## config.mk

```make
export PLATFORM = sky130hd
export DESIGN_NAME = mmd_decoder
export DESIGN_NICKNAME = d
export VERILOG_FILES = /design/src/core/mmd_pkg.sv /design/src/core/mmd_addr_decode.sv /design/src/core/mmd_decoder.sv
export VERILOG_INCLUDE_DIRS = /design/src /design/src/core
export SDC_FILE = /design/constraint.sdc
export NUM_CORES = 1
export LEC_CHECK = 0
export BUFFER_PORTS_ARGS = -buffer_cell sky130_fd_sc_hd__buf_4
export CAP_MARGIN = 20
export CELL_PAD_IN_SITES_DETAIL_PLACEMENT = 1
export CELL_PAD_IN_SITES_GLOBAL_PLACEMENT = 2
export CORE_ASPECT_RATIO = 0.5
export CORE_MARGIN = 2
export CORE_UTILIZATION = 36
export DETAILED_ROUTE_END_ITERATION = 8
export GPL_TIMING_DRIVEN = 0
export HOLD_SLACK_MARGIN = 0.06
export PLACE_DENSITY_LB_ADDON = 0.1
export SLEW_MARGIN = 10
export SYNTH_ARGS = -nofsm -noshare
export SYNTH_HDL_FRONTEND = slang
export SYNTH_SLANG_ARGS = --single-unit
```

## constraint.sdc

```tcl
create_clock -name clk -period 32.8 [get_ports clk]
set_clock_uncertainty 0.05 [all_clocks]
set_input_delay 1.64 -clock clk [delete_from_list [all_inputs] [get_ports clk]]
set_output_delay 1.64 -clock clk [all_outputs]
set_load 0.05 [all_outputs]
```

## src/core/mmd_defines.svh

```systemverilog
// Purpose: Shared constants of the memory map decoder.
// Assumes: Byte addresses; 24-bit CPU view, 32-bit master view.
// Notes: Definitions only.
`ifndef MMD_DEFINES_SVH
`define MMD_DEFINES_SVH

// ****************************************
// Masters and arbitration
// ****************************************
`define MMD_NMST 7
`define MMD_USB_IDX 6
`define MMD_DMA_EXT_IDX 5
`define MMD_DUAL_CAP 2'h2
`define MMD_KEY_SING 6'h08
`define MMD_KEY_ROM 6'h28
`define MMD_KEY_EXT 6'h2C

// ****************************************
// CPU byte map
// ****************************************
`define MMD_MMR_END 24'h0000C0
`define MMD_DUAL_END 24'h010000
`define MMD_SING_END 24'h050000
`define MMD_CS2_BASE 24'h800000
`define MMD_CS3_BASE 24'hC00000
`define MMD_CS4_BASE 24'hE00000
`define MMD_CS5_BASE 24'hF00000
`define MMD_ROM_BASE 24'hFE0000

// ****************************************
// Master-side view
// ****************************************
`define MMD_DUAL_OFS 32'h00010000
`define MMD_DUAL_TOP 32'h0001FFFF
`define MMD_SING_OFS 32'h00080000
`define MMD_SING_LO 32'h00090000
`define MMD_SING_TOP 32'h000CFFFF
`define MMD_SYNC_SIZE 24'h7B0000
`define MMD_CS2_SIZE 24'h400000
`define MMD_CS3_SIZE 24'h200000
`define MMD_CS45_SIZE 24'h100000
`define MMD_CS5_SIZE 24'h0E0000

// ****************************************
// Error correction modes
// ****************************************
`define MMD_ECC_NONE 2'h0
`define MMD_ECC_1BIT 2'h1
`define MMD_ECC_4BIT 2'h2
`endif

```

## src/core/mmd_pkg.sv

```systemverilog
// Purpose: Types of the memory map decoder.
// Assumes: mmd_defines.svh on the include path.
// Notes: Constants live in the header.
`include "mmd_defines.svh"
package mmd_pkg;
  // ****************************************
  // Route targets
  // ****************************************
  typedef enum logic [2:0] {
    MMD_T_NONE, MMD_T_MMR, MMD_T_DUAL, MMD_T_SING, MMD_T_ROM, MMD_T_EXT
  } mmd_tgt_e;

  // ****************************************
  // Whole decoder state
  // ****************************************
  typedef struct packed {
    logic unmap; // ROM unmap bit
    logic [`MMD_NMST-1:0] vld; // Routed access
    logic [`MMD_NMST-1:0] err; // Refused access
    logic [`MMD_NMST-1:0] we; // Routed write
    mmd_tgt_e [`MMD_NMST-1:0] tgt; // Routed target
    logic [`MMD_NMST-1:0][5:0] bank; // Bank or space
    logic [`MMD_NMST-1:0][22:0] offs; // Byte offset in target
    logic cs_a; // Sync select, first
    logic cs_b; // Sync select, second
    logic [3:0] cs_async; // Async spaces 2..5
    logic [20:0] ext_addr; // External address
    logic [1:0] ecc; // Active correction mode
  } mmd_state_s;
endpackage : mmd_pkg

```

## src/core/mmd_addr_decode.sv

```systemverilog
// Purpose: Translate one master's address into a target, bank and offset.
// Assumes: Combinational; one instance per master.
// Notes: Refused addresses yield MMD_T_NONE with err set.
`include "mmd_defines.svh"
module mmd_addr_decode
  import mmd_pkg::*;
#(
  parameter bit IS_CPU = 1'b0,
  parameter bit IS_USB = 1'b0,
  parameter bit EXT_OK = 1'b1
) (
  // Request
  input wire logic [31:0] addr,
  input wire logic we,
  input wire logic unmap,
  // Decode
  output mmd_tgt_e tgt,
  output logic [5:0] bank,
  output logic [22:0] offs,
  output logic err
);
  logic [23:0] ca; // Equivalent CPU byte address
  logic [23:0] rel; // Offset inside an external space
  logic ok; // Address lands in a master window
  logic [2:0] sp; // External space index

  // ****************************************
  // Master view to CPU view, then CPU map
  // ****************************************
  always_comb begin
    ca = addr[23:0];
    ok = 1'b1;
    sp = addr[26:24] - 3'h1;
    if (IS_CPU) begin
      ok = (addr[31:24] == 8'h00);
    end else if (addr >= `MMD_DUAL_OFS && addr <= `MMD_DUAL_TOP) begin
      ca = 24'(addr - `MMD_DUAL_OFS);
    end else if (addr >= `MMD_SING_LO && addr <= `MMD_SING_TOP) begin
      ca = 24'(addr - `MMD_SING_OFS);
    end else if (addr[31:27] == 5'h00 && addr[26:24] != 3'h0 && addr[26:24] <= 3'h5) begin
      // External windows step by 16 MB per space
      unique case (sp)
        3'h0: begin ca = `MMD_SING_END + addr[23:0]; ok = addr[23:0] < `MMD_SYNC_SIZE; end
        3'h1: begin ca = `MMD_CS2_BASE + addr[23:0]; ok = addr[23:0] < `MMD_CS2_SIZE; end
        3'h2: begin ca = `MMD_CS3_BASE + addr[23:0]; ok = addr[23:0] < `MMD_CS3_SIZE; end
        3'h3: begin ca = `MMD_CS4_BASE + addr[23:0]; ok = addr[23:0] < `MMD_CS45_SIZE; end
        default: begin ca = `MMD_CS5_BASE + addr[23:0]; ok = addr[23:0] < `MMD_CS5_SIZE; end
      endcase
      ok = ok & EXT_OK;
    end else begin
      ok = 1'b0;
    end
    tgt = MMD_T_NONE;
    bank = 6'h00;
    offs = 23'h000000;
    rel = 24'h000000;
    if (!ok) begin
      tgt = MMD_T_NONE; // Outside every window
    end else if (ca < `MMD_MMR_END) begin
      tgt = MMD_T_MMR;
      offs = {15'h0000, ca[7:0]};
    end else if (ca < `MMD_DUAL_END) begin
      tgt = MMD_T_DUAL;
      bank = {3'h0, ca[15:13]};
      offs = {10'h000, ca[12:0]};
    end else if (ca < `MMD_SING_END) begin
      tgt = MMD_T_SING;
      bank = {1'b0, ca[17:13] - 5'h08};
      offs = {10'h000, ca[12:0]};
    end else if (ca >= `MMD_ROM_BASE) begin
      // ROM range vanishes while unmapped
      tgt = (unmap || !IS_CPU || we) ? MMD_T_NONE : MMD_T_ROM;
      bank = {4'h0, ca[16:15]};
      offs = {8'h00, ca[14:0]};
    end else begin
      tgt = MMD_T_EXT;
      if (ca >= `MMD_CS5_BASE) begin
        bank = 6'h04;
        rel = ca - `MMD_CS5_BASE;
      end else if (ca >= `MMD_CS4_BASE) begin
        bank = 6'h03;
        rel = ca - `MMD_CS4_BASE;
      end else if (ca >= `MMD_CS3_BASE) begin
        bank = 6'h02;
        rel = ca - `MMD_CS3_BASE;
      end else if (ca >= `MMD_CS2_BASE) begin
        bank = 6'h01;
        rel = ca - `MMD_CS2_BASE;
      end else begin
        rel = ca - `MMD_SING_END;
      end
      offs = rel[22:0];
    end
    // USB never reaches the dual-access banks
    if (IS_USB && tgt == MMD_T_DUAL) begin
      tgt = MMD_T_NONE;
    end
    err = (tgt == MMD_T_NONE);
  end
endmodule : mmd_addr_decode

```

## src/core/mmd_decoder.sv

```systemverilog
// Purpose: Memory map decoder and bank arbiter for a 16 MB unified space.
// Assumes: Masters 0 program bus, 1 data bus, 2..5 DMA 0..3, 6 USB.
// Notes: Routes are registered one cycle after the request is taken.
//
// What this block does
// - Decode one unified 16 MB byte space
// - Low 64 KB selects eight dual-access banks
// - Dual banks take two accesses per cycle
// - First 192 bytes are the register area
// - Next 256 KB selects 32 single banks
// - Single bank serves one access, others stall
// - Masters see dual RAM 0x10000 higher
// - Masters see single RAM 0x80000 higher
// - USB master never reaches dual RAM
// - Top 128 KB is four-bank zero-wait ROM
// - Only CPU buses reach the ROM
// - Unmap bit removes ROM, range left unmapped
// - Hardware reset clears unmap; software reset keeps
// - From 0x050000 upward is external memory
// - Sync space, then async spaces two to five
// - Master views of spaces step 16 MB
// - Mapped ROM shadows top of space five
// - Only fourth DMA reaches external memory
// - Sync space uses one or two selects
// - One select per async space during access
// - 16-bit bus, 8-bit async only, 21 address
// - NAND correction: 1-bit both, 4-bit 8-bit
`include "mmd_defines.svh"
module mmd_decoder
  import mmd_pkg::*;
(
  // Clock and reset
  input wire logic clk,
  input wire logic nrst,
  input wire logic sw_reset,
  // Status word three, unmap field
  input wire logic unmap_wr,
  input wire logic unmap_wdata,
  output logic rom_unmap_select,
  // Master requests
  input wire logic [`MMD_NMST-1:0] mst_req,
  input wire logic [`MMD_NMST-1:0] mst_we,
  input wire logic [`MMD_NMST-1:0][31:0] mst_addr,
  output logic [`MMD_NMST-1:0] mst_stall,
  // Registered routes
  output logic [`MMD_NMST-1:0] rt_vld,
  output logic [`MMD_NMST-1:0] rt_err,
  output logic [`MMD_NMST-1:0] rt_we,
  output mmd_tgt_e [`MMD_NMST-1:0] rt_tgt,
  output logic [`MMD_NMST-1:0][5:0] rt_bank,
  output logic [`MMD_NMST-1:0][22:0] rt_offs,
  // External memory port configuration
  input wire logic ext_bus_8bit,
  input wire logic sync_pair_mode,
  input wire logic nand_mode,
  input wire logic ecc4_req,
  // External memory port selects
  output logic sync_space_select_a,
  output logic sync_space_select_b,
  output logic [3:0] async_space_selects,
  output logic [20:0] ext_addr,
  output logic [1:0] ecc_mode
);
  mmd_state_s q; // Registered state
  mmd_state_s d; // Next state
  mmd_tgt_e [`MMD_NMST-1:0] dec_tgt; // Decoded target
  logic [`MMD_NMST-1:0][5:0] dec_bank; // Decoded bank
  logic [`MMD_NMST-1:0][22:0] dec_offs; // Decoded offset
  logic [`MMD_NMST-1:0] dec_err; // Decoder refusal
  logic [`MMD_NMST-1:0] bad; // Any refusal
  logic [`MMD_NMST-1:0][5:0] key; // Shared resource id
  logic [`MMD_NMST-1:0] arb; // Takes part in arbitration
  logic [`MMD_NMST-1:0] stall; // Lost this cycle
  logic [`MMD_NMST-1:0] grant; // Taken this cycle

  // ****************************************
  // Per-master address decode
  // ****************************************
  genvar gi;
  generate
    for (gi = 0; gi < `MMD_NMST; gi++) begin : g_dec
      mmd_addr_decode #(
        .IS_CPU(gi < 2),
        .IS_USB(gi == `MMD_USB_IDX),
        .EXT_OK(gi < 2 || gi >= `MMD_DMA_EXT_IDX)
      ) u_dec (
        .addr(mst_addr[gi]),
        .we(mst_we[gi]),
        .unmap(q.unmap),
        .tgt(dec_tgt[gi]),
        .bank(dec_bank[gi]),
        .offs(dec_offs[gi]),
        .err(dec_err[gi])
      );
    end
  endgenerate

  // ****************************************
  // Resource keys and refusals
  // ****************************************
  // Each shared bank or the external port gets one key
  always_comb begin
    for (int i = 0; i < `MMD_NMST; i++) begin
      // The sync space cannot run on the narrow bus
      bad[i] = dec_err[i] || (ext_bus_8bit && dec_tgt[i] == MMD_T_EXT && dec_bank[i] == 6'h00);
      arb[i] = mst_req[i] && !bad[i] && dec_tgt[i] != MMD_T_MMR;
      unique case (dec_tgt[i])
        MMD_T_DUAL: key[i] = dec_bank[i];
        MMD_T_SING: key[i] = `MMD_KEY_SING + dec_bank[i];
        MMD_T_ROM: key[i] = `MMD_KEY_ROM + dec_bank[i];
        default: key[i] = `MMD_KEY_EXT;
      endcase
    end
  end

  // ****************************************
  // Fixed-priority bank arbitration
  // ****************************************
  // Quadratic in masters, but seven masters keep it shallow
  always_comb begin
    logic [1:0] seen;
    seen = 2'h0;
    for (int i = 0; i < `MMD_NMST; i++) begin
      seen = 2'h0;
      for (int j = 0; j < i; j++) begin
        // Only higher-priority contenders count
        if (arb[j] && key[j] == key[i] && seen != 2'h3) begin
          seen = seen + 2'h1;
        end
      end
      if (!arb[i]) begin
        stall[i] = 1'b0;
      end else if (dec_tgt[i] == MMD_T_DUAL) begin
        stall[i] = (seen >= `MMD_DUAL_CAP);
      end else begin
        stall[i] = (seen != 2'h0);
      end
      grant[i] = mst_req[i] && !bad[i] && !stall[i];
    end
  end

  assign mst_stall = stall;

  // ****************************************
  // Next state
  // ****************************************
  always_comb begin
    d = q;
    // Software reset never touches the unmap bit
    if (unmap_wr) begin
      d.unmap = unmap_wdata;
    end
    d.vld = grant;
    d.err = mst_req & bad;
    d.we = mst_we & grant;
    d.cs_a = 1'b0;
    d.cs_b = 1'b0;
    d.cs_async = 4'h0;
    for (int i = 0; i < `MMD_NMST; i++) begin
      d.tgt[i] = grant[i] ? dec_tgt[i] : MMD_T_NONE;
      d.bank[i] = grant[i] ? dec_bank[i] : 6'h00;
      d.offs[i] = grant[i] ? dec_offs[i] : 23'h000000;
      // At most one master owns the external port per cycle
      if (grant[i] && dec_tgt[i] == MMD_T_EXT) begin
        if (dec_bank[i] == 6'h00) begin
          // Pair mode hands the upper half to the second select
          d.cs_b = sync_pair_mode && dec_offs[i][22];
          d.cs_a = !(sync_pair_mode && dec_offs[i][22]);
        end else begin
          d.cs_async[dec_bank[i][1:0] - 2'h1] = 1'b1;
        end
        // Word address on the wide bus, byte address on the narrow
        d.ext_addr = ext_bus_8bit ? dec_offs[i][20:0] : dec_offs[i][21:1];
      end
    end
    // 4-bit correction is offered on the narrow bus only
    if (!nand_mode) begin
      d.ecc = `MMD_ECC_NONE;
    end else if (ecc4_req && ext_bus_8bit) begin
      d.ecc = `MMD_ECC_4BIT;
    end else begin
      d.ecc = `MMD_ECC_1BIT;
    end
    // Software reset drops routes in flight but keeps the map
    if (sw_reset) begin
      d.vld = '0;
      d.err = '0;
      // Route details read as zero whenever no route stands
      d.we = '0;
      for (int i = 0; i < `MMD_NMST; i++) begin
        d.tgt[i] = MMD_T_NONE;
        d.bank[i] = 6'h00;
        d.offs[i] = 23'h000000;
      end
      d.cs_a = 1'b0;
      d.cs_b = 1'b0;
      d.cs_async = 4'h0;
    end
  end

  // ****************************************
  // State register
  // ****************************************
  // Hardware reset maps the ROM so the boot code runs
  always_ff @(posedge clk or negedge nrst) begin
    if (!nrst) begin
      q <= '0;
    end else begin
      q <= d;
    end
  end

  // ****************************************
  // Outputs
  // ****************************************
  assign rom_unmap_select = q.unmap;
  assign rt_vld = q.vld;
  assign rt_err = q.err;
  assign rt_we = q.we;
  assign rt_tgt = q.tgt;
  assign rt_bank = q.bank;
  assign rt_offs = q.offs;
  assign sync_space_select_a = q.cs_a;
  assign sync_space_select_b = q.cs_b;
  assign async_space_selects = q.cs_async;
  assign ext_addr = q.ext_addr;
  assign ecc_mode = q.ecc;

  // Helper: two routes on one single-access bank
  logic sing_clash;
  always_comb begin
    sing_clash = 1'b0;
    for (int i = 0; i < `MMD_NMST; i++) begin
      for (int j = 0; j < i; j++) begin
        if (q.vld[i] && q.vld[j] && q.tgt[i] == MMD_T_SING && q.tgt[j] == MMD_T_SING
            && q.bank[i] == q.bank[j]) begin
          sing_clash = 1'b1;
        end
      end
    end
  end
endmodule : mmd_decoder

```

# Word-level counts from Yosys, hierarchy flattened
# Cells that the tools add are included.
# op_classes
n_addsub	118
mul	0
div_mod_pow	0
n_lt_le_gt_ge	111
n_eq_ne	87
shift	0
muxes	304
n_bitwise	8
n_reduce_logical	179
# op_table
operator	count
23-bit two-way mux	70
24-bit >= comparator, second input constant	35
23-bit subtractor, second input constant	21
24-bit adder, first input constant	20
24-bit one-hot mux with 4 select lines	5
6-bit two-way mux	63
24-bit two-way mux	15
251-bit two-way mux	1
27-bit two-way mux	7
24-bit by 17-bit < comparator with 1-bit output, second input constant	7
24-bit by 19-bit < comparator with 1-bit output, second input constant	7
24-bit by 8-bit < comparator with 1-bit output, second input constant	7
23-bit by 1-bit subtractor with 23-bit output, second input constant	7
23-bit by 19-bit subtractor with 23-bit output, second input constant	7
32-bit by 17-bit >= comparator with 1-bit output, second input constant	5
32-bit by 20-bit >= comparator with 1-bit output, second input constant	5
32-bit by 17-bit <= comparator with 1-bit output, second input constant	5
32-bit by 20-bit <= comparator with 1-bit output, second input constant	5
21-bit two-way mux	7
3-bit two-way mux	45
6-bit == test	21
6-bit one-hot mux with 3 select lines	7
19-bit by 24-bit adder with 24-bit output, first input constant	5
24-bit by 17-bit subtractor with 24-bit output, second input constant	5
37 further kinds	425
# word_totals
ff_bits	275
latch_bits	0
ramBits	0
romBits	0
inputBits	247
word_cells	837
memories	0

# Longest topological paths before layout
# Gate-level depths: netlist (run 1).
# logic_depth
depth_word	44
mapped_depth	60

# By module
# Synthesis (run 1) repeated with hierarchy kept, for this count alone.
# unflattened
cells_unflattened	3219
area_unflattened_um2	27322.5
# modules_own_cells
module	instances	cells_each	area_each_um2	seq_area_each_um2
mmd_decoder	1	1583	15986.6	6881.6
mmd_addr_decode (g_dec[3].u_dec ...)	2	288	2006.9	0.0
mmd_addr_decode (g_dec[5].u_dec)	1	298	2084.5	0.0
mmd_addr_decode (g_dec[6].u_dec)	1	278	1836.8	0.0
mmd_addr_decode (g_dec[2].u_dec)	1	268	1766.7	0.0
mmd_addr_decode (g_dec[0].u_dec ...)	2	108	817.0	0.0

# Worst setup path after synthesis (run 1)
# Ideal clock, no wire load.
# synth_path
kind	input to output
start	input port mst_addr[215] (netlist bit)
end	output port mst_stall[6]
arrival_time_ns	12.691
path_slack_ns	18.419
path_stages	52
path_buffers	7
cell_sequence	clkbuf_1 inv_1 ha_1 nand2b_1 and2_0 clkbuf_1 and3_1 o21a_1 nor2_1 xnor2_1 inv_1 ha_1 or3_1 a21oi_1 nand3_1 clkbuf_1 clkbuf_1 nor2_1 (+16 left out) or3b_2 a2111oi_1 and4b_1 buf_2 xnor2_1 ha_1 a2111oi_0 o21ai_1 or4_1 buf_2 nand2_1 o21ai_0 ha_1 or3_1 nand3b_1 nor2_1 nand4_2 nand2_1
# synth_via
elab_chain_cells	38
word_cells_on_any_way	104
cone_classes	add/sub: 15; order compare: 18; eq/ne: 17; mux: 32; reduce/logical: 22
# synth_lines
element	line	source
start: declaration	mmd_decoder.sv:43	input wire logic [`MMD_NMST-1:0][31:0] mst_addr,
parallel branches: the longest is 37 deep, another holds 24-bit adder	--	
1-bit two-way mux (*)	mmd_decoder.sv:131	if (!arb[i]) begin
end: declaration	mmd_decoder.sv:44	output logic [`MMD_NMST-1:0] mst_stall,
# Mark *: on every way between the ends.

# Worst setup path after layout (run 1)
# layout_path
start	input port mst_addr[206] (netlist bit)
end	output port mst_stall[6]
# The elaborated chain is that of the path after synthesis.

==> impl_metrics.ini, run 1 <==
[worst_setup_path]
max_stage_delay_ns = 0.92
crit_buf_inv = 10
rr_worst_depth = 43
slowest_stage = nor4_1
setup.worst_path.end_class = output port
worst-path-stages = 51
worst_setup_path_start_kind = input port
path_delay_family = simple AND/OR/NAND/NOR gates
worstPathArrival_ns = 16.15
worstPathMaxFanout = 10
crit_top_cell = ha_1
required_ns = 31.11
critical_path_class = input port to output port

[detailed_routing]
via_count = 31500
drt_wl_total_um = 145000
drcViolationCount = 0
first_iter_violations = 3091
ant_nets = 0
avgRoutedWirePerCell_um = 29.0
via_per_inst = 6.27
first_pass_iters = 8

[sta]
rsz0062_at_grt = false
slew_viol_final = 0
relSlewSlack_pct = 16.2
clock.fmax_mhz = 56.1
setup_viol = 0
tightestPinTransition_ns = 1.25
fin_crit_sh_pct = 54.4
hold_viol = 0
post-route-min-period_ns = 17.84
setup-tns-final_ns = 0

[floorplanning]
fp.dieW_um = 391
die-area_mm2 = 0.0773
placementRows = 70
dieHeight_um = 198
io_pins = 529
core_area_mm2 = 0.0737
start_util_pct = 36.7

[grt]
grt_pass1_wl_um = 210000
grt_max_degree = 110
grt_pass1_vias = 30800
grt_use_total_pct = 36.1
grt_overflow = 0
antenna_found_initial = 4

[pwr]
p_per_area_mw_per_mm2 = 26.9
power_leakage_nw = 14.7
irDropWorstVdd_v = 0.0000376

[clock_tree]
clk-insertion-delay-late_ns = 0.61
ctsHoldBuffers = 0
htreeDepth = 1
ctsResizeCount = 0
clock_path_buffers = 3
cts_setup_buffers = 0
cts_buffers = 28
cts_tree = done
cts.sinks = 268
cts_root_buf = clkbuf_16
clkTransAtPathRegs_ns = 0.07

[synthesis]
synth.avg_cell_area_um2 = 7.86
syn_inst = 3435
synth_seq_cells = 268
ys_types = 126
synthesis.area_mm2 = 0.0270
synth_edf_count = 0
yosysSeqAreaShare_pct = 24.8
async_flop_share_pct = 100
synth_ff_type = dfrtp_1
yosysWarningCount = 0

[finish]
drive_gt1_share_pct = 19.7
fin_area_mm2 = 0.0332
syn2layout_area_growth_pct = 23.1
nets = 4352

[hold_path]
hp-class = register to register
whs_path_depth = 1

[place]
dpl_cell_area_mm2 = 0.0322
port_buffers = 500
routabilityCongestion = 1.03
dp_hpwl_um = 118000

[run]
max-cap-violations = 0

[status]
run_status = finished, final reports clean
==> cell type report <==
cell class,count,area (um^2)
fill,9105,40400
inverter,151,572
clock buffer,38,800
buffer,204,925
timing repair buffer,516,3940
tap,1008,1260
multi-input combinational,2819,18900
sequential,268,6710
clock inverter,12,165
antenna,1,2.50
==> flip-flops by register name, indices dropped and copies added, names as in the netlist <==
signal and count:
rt_vld 7, rt_tgt 21, rom_unmap_select 1, ecc_mode 2, rt_offs 161, async_space_selects 4
sync_space_select_a 1, rt_we 7, sync_space_select_b 1, ext_addr 21, rt_bank 35, rt_err 7
==> final timing paths <==
path	start	endpoint	slack [ns]
worst max register to register	rom_unmap_select$_DFFE_PN0P_	ext_addr[15]$_DFFE_PN0P_	21.55
min in group asynchronous	nrst	rt_bank[21]$_DFF_PN0_	0.94
worst min-delay path	ext_addr[2]$_DFFE_PN0P_	ext_addr[2]$_DFFE_PN0P_	0.46
worst max-delay path	mst_addr[206]	mst_stall[6]	14.96
max in group asynchronous	nrst	rt_offs[24]$_DFF_PN0_	30.23
worst min register to register	ext_addr[2]$_DFFE_PN0P_	ext_addr[2]$_DFFE_PN0P_	0.46
==> power by group <==
group	internal, mW	leakage [nW]	switching, mW	total, mW
Sequential	0.331	3.71	0.000398	0.332
Combinational	0.0667	10.5	0.137	0.204
Clock	0.196	0.472	0.162	0.358
Total	0.594	14.7	0.299	0.893
==> metrics by stage <==
stage | util, % | cells | hold slack, ns | worst slack [ns] | total power [mW]
2_1_floorplan | - | 3442 | 0.696 | 18.42 | 0.441
3_3_place_gp | 43.5 | 4950 | 0.419 | 13.83 | 0.531
3_5_place_dp | 43.8 | 4962 | 0.440 | 15.33 | 0.535
4_1_cts | 45.1 | 5012 | 0.455 | 15.27 | 0.892
5_1_grt | 45.1 | 5016 | 0.471 | 14.30 | 0.923
6_report | 45.1 | 5017 | 0.456 | 14.96 | 0.893
==> metal layers <==
layer	up-vias	wire length [um]	global-route usage [%]
met5	-	16	0
met4	2	4430	9.45
met3	216	12800	7.32
met2	1378	63600	55.7
met1	15900	64500	51.1
li1	14000	-	-
==> synth_stat cells (13+ instances only) <==
library cell | n | area, um^2
nor2_1 | 289 | 1080
dfrtp_1 | 268 | 6710
nand2_1 | 268 | 1010
a21oi_1 | 176 | 881
nand3_1 | 147 | 736
inv_1 | 141 | 529
o21ai_0 | 140 | 701
clkbuf_1 | 135 | 507
and3_1 | 132 | 826
nor3_1 | 121 | 606
ha_1 | 116 | 1450
xnor2_1 | 116 | 1020
and2_1 | 94 | 588
mux2i_1 | 90 | 901
a31oi_1 | 81 | 507
nor4_1 | 71 | 444
nand4_1 | 68 | 425
o211ai_1 | 56 | 420
mux2_2 | 44 | 495
o22ai_1 | 43 | 269
xor2_1 | 39 | 342
nand2b_1 | 36 | 225
nor2b_1 | 36 | 225
buf_2 | 33 | 165
or3_1 | 33 | 206
or4_1 | 33 | 248
a211oi_1 | 32 | 240
o21a_1 | 28 | 210
a21o_1 | 27 | 203
nor3b_1 | 22 | 165
o31ai_1 | 21 | 158
and4_1 | 20 | 175
o21ai_1 | 20 | 100
nor4b_1 | 19 | 166
buf_4 | 17 | 128
or2_2 | 15 | 93.8
a22oi_1 | 13 | 97.6
o221ai_1 | 13 | 114
==> cell usage in the layout (no fill, tap or decap), types with 18 or more instances in the layout <==
cell type / instances
or4_1: 33
buf_4: 519
xnor2_1: 115
buf_2: 38
or3_1: 33
dfrtp_1: 268
nor2b_1: 36
clkbuf_1: 139
nand3_1: 147
nor2_1: 289
o21a_1: 28
inv_1: 141
nor3_1: 121
nand4_1: 68
and3_1: 132
o21ai_1: 19
nand2_1: 268
a31oi_1: 81
ha_1: 116
a211oi_1: 31
and4_1: 20
mux2i_1: 90
nand2b_1: 36
a21oi_1: 175
clkbuf_16: 29
and2_1: 94
a21o_1: 27
nor4_1: 69
nor3b_1: 22
nor4b_1: 18
o211ai_1: 56
o31ai_1: 21
xor2_1: 39
mux2_2: 44
o21ai_0: 140
o22ai_1: 43
==> cells by family after synthesis <==
kind of cell / synth area share, %
mux: 5.17
simple gates: 30.1
buf+inv: 5.54
flops: 24.8
compound gates: 23.7
other cells: 0.0139
xor+xnor: 5.15
fa+ha+maj: 5.52
No activity file was read; power rests on OpenSTA's default activity.
==> run 2, diff against run 1 <==
Settings changed: CORE_UTILIZATION 36 to 33.
Clock period 32.8 ns to 16.42 ns, I/O delays scaled along.
==> impl_metrics.ini, run 2 (synthesis gave the netlist of run 1 again) <==
[floorplanning]
core_area_mm2 = 0.0813
io_pins = 529
start_util_pct = 33.2
die-area_mm2 = 0.0843
dieHeight_um = 206
fp.dieW_um = 409
placementRows = 74

[grt]
grt_use_total_pct = 33.5
grt_overflow = 0
grt_pass1_wl_um = 211000
antenna_found_initial = 1
grt_max_degree = 96
grt_pass1_vias = 30200

[detailed_routing]
via_per_inst = 6.08
drt_wl_total_um = 148000
top_layer_used = met5
wl_met3_um = 10800
routed-wl-met2_um = 64800
wl_met1_um = 68900
ant_nets = 0
via_count = 31100
first_pass_iters = 5
avgRoutedWirePerCell_um = 28.9
drcViolationCount = 0
first_iter_violations = 2899

[run]
max-cap-violations = 0

[place]
dp_slack_ns = 0.568
port_buffers = 500
dp_hpwl_um = 120000
routabilityCongestion = 0.990
dp_cells = 5056

[worst_setup_path]
required_ns = 15.55
worst_setup_path_start_kind = input port
crit_buf_inv = 10
crit_top_cell = ha_1
path_delay_family = simple AND/OR/NAND/NOR gates
setup.worst_path.end_class = output port
worstPathMaxFanout = 10
slowest_stage = or4_1
worstPathArrival_ns = 14.49
critical_path_class = input port to output port
max_stage_delay_ns = 0.65

[clock_tree]
clk-insertion-delay-late_ns = 0.60
htreeDepth = 1
cts_root_buf = clkbuf_16
cts_tree = done
cts_buffers = 27
clock_path_buffers = 3
clkTransAtPathRegs_ns = 0.07
cts.sinks = 268

[pwr]
irDropWorstVdd_v = 0.0000745
p_per_area_mw_per_mm2 = 51.8
power_leakage_nw = 14.7
finalPower_mw = 1.72

[sta]
hold_viol = 0
slew_viol_final = 0
setup_viol = 0
tightestPinTransition_ns = 1.28
setup_ws_ns = 1.06
post-route-min-period_ns = 15.36
rsz0062_at_grt = false
clock.fmax_mhz = 65.1
fin_crit_sh_pct = 93.5
relSlewSlack_pct = 14.4

[status]
run_status = finished, final reports clean

[finish]
largest_reg_flops = 161
layout_commonest_cell = buf_4
syn2layout_area_growth_pct = 23.3
final.fill_count = 9976
stdcell_count = 5114
drive_gt1_share_pct = 19.8
nets = 4354
layout_common_cells = buf_4, nor2_1, nand2_1, dfrtp_1, a21oi_1

[hold_path]
hp-class = input port to asynchronous set/reset pin
==> run 2: cell types whose count changed in the layout (fill, tap and decap cells not counted), moves of 2 or more <==
| cell | before | now |
|---|---|---|
| clkinv_2 | 2 | 4 |
| diode_2 | 1 | 3 |
| clkbuf_16 | 29 | 27 |
| buf_2 | 38 | 40 |
| inv_8 | 2 | 0 |
==> run 2: through the flow <==
stage               cell area (um^2)  setup TNS (ns)  utilization [%]  hold slack, ns
floorplan                      27000               0                -           0.475
global placement               32200          -44.20             39.6           0.421
detailed placement             32300               0             39.8           0.426
CTS                            33200               0             40.9           0.177
global route                   33300               0             40.9           0.204
finish                         33300               0             41.0           0.163
==> run 2: layout make-up <==
type / instances / area [um^2] / area share, %
multi-input combinational: 2819 / 18900 / 56.7
sequential: 268 / 6710 / 20.1
timing repair buffer: 519 / 3960 / 11.9
tap: 1102 / 1380 / 4.14
buffer: 204 / 927 / 2.78
clock buffer: 37 / 743 / 2.23
inverter: 151 / 576 / 1.73
clock inverter: 11 / 123 / 0.368
antenna: 3 / 7.51 / 0.0225
==> run 2: timing repair <==
action,4_1_cts,5_1_grt
endpoints found under the setup margin,0,1
gates resized for setup,0,5
hold buffers,0,0
buffers inserted,0,2
==> run 2: worst reg2reg max path: cells and delay by family, from the launching register on <==
kind	cells	cell delay, ns
buffers and inverters	7	1.29
xor gates and xnor gates	3	0.48
and+or+nand+nor	20	5.42
DFF	1	0.43
AOI/OAI and AO/OA	10	2.42
adders and majority gates	4	0.98
==> run 2: path summary, 6_finish.rpt <==
kind | start | end | slack (ns) | cells past startpoint
setup reg to reg | rom_unmap_select$_DFFE_PN0P_ | ext_addr[15]$_DFFE_PN0P_ | 5.24 | 44
hold / removal | nrst | rt_tgt[15]$_DFF_PN0_ | 0.16 | 1
min in group clk | mst_we[3] | rt_we[3]$_DFF_PN0_ | 0.37 | 2
max in group asynchronous | nrst | rt_offs[21]$_DFF_PN0_ | 15.17 | 2
setup / recovery | mst_addr[206] | mst_stall[6] | 1.06 | 51
hold reg to reg | ext_addr[13]$_DFFE_PN0P_ | ext_addr[13]$_DFFE_PN0P_ | 0.45 | 1
==> run 2: power by group <==
part / switching [mW] / internal, mW
clock: 0.301 / 0.349
sequential: 0.000895 / 0.661
combinational: 0.277 / 0.134
==> run 2: metal layers <==
layer / global-route usage, % / vias to the layer above
met3: 5.47 / 149
met5: 0 / -
met4: 7.53 / 2
li1: - / 13900
met2: 51.5 / 1133
met1: 49.0 / 15900
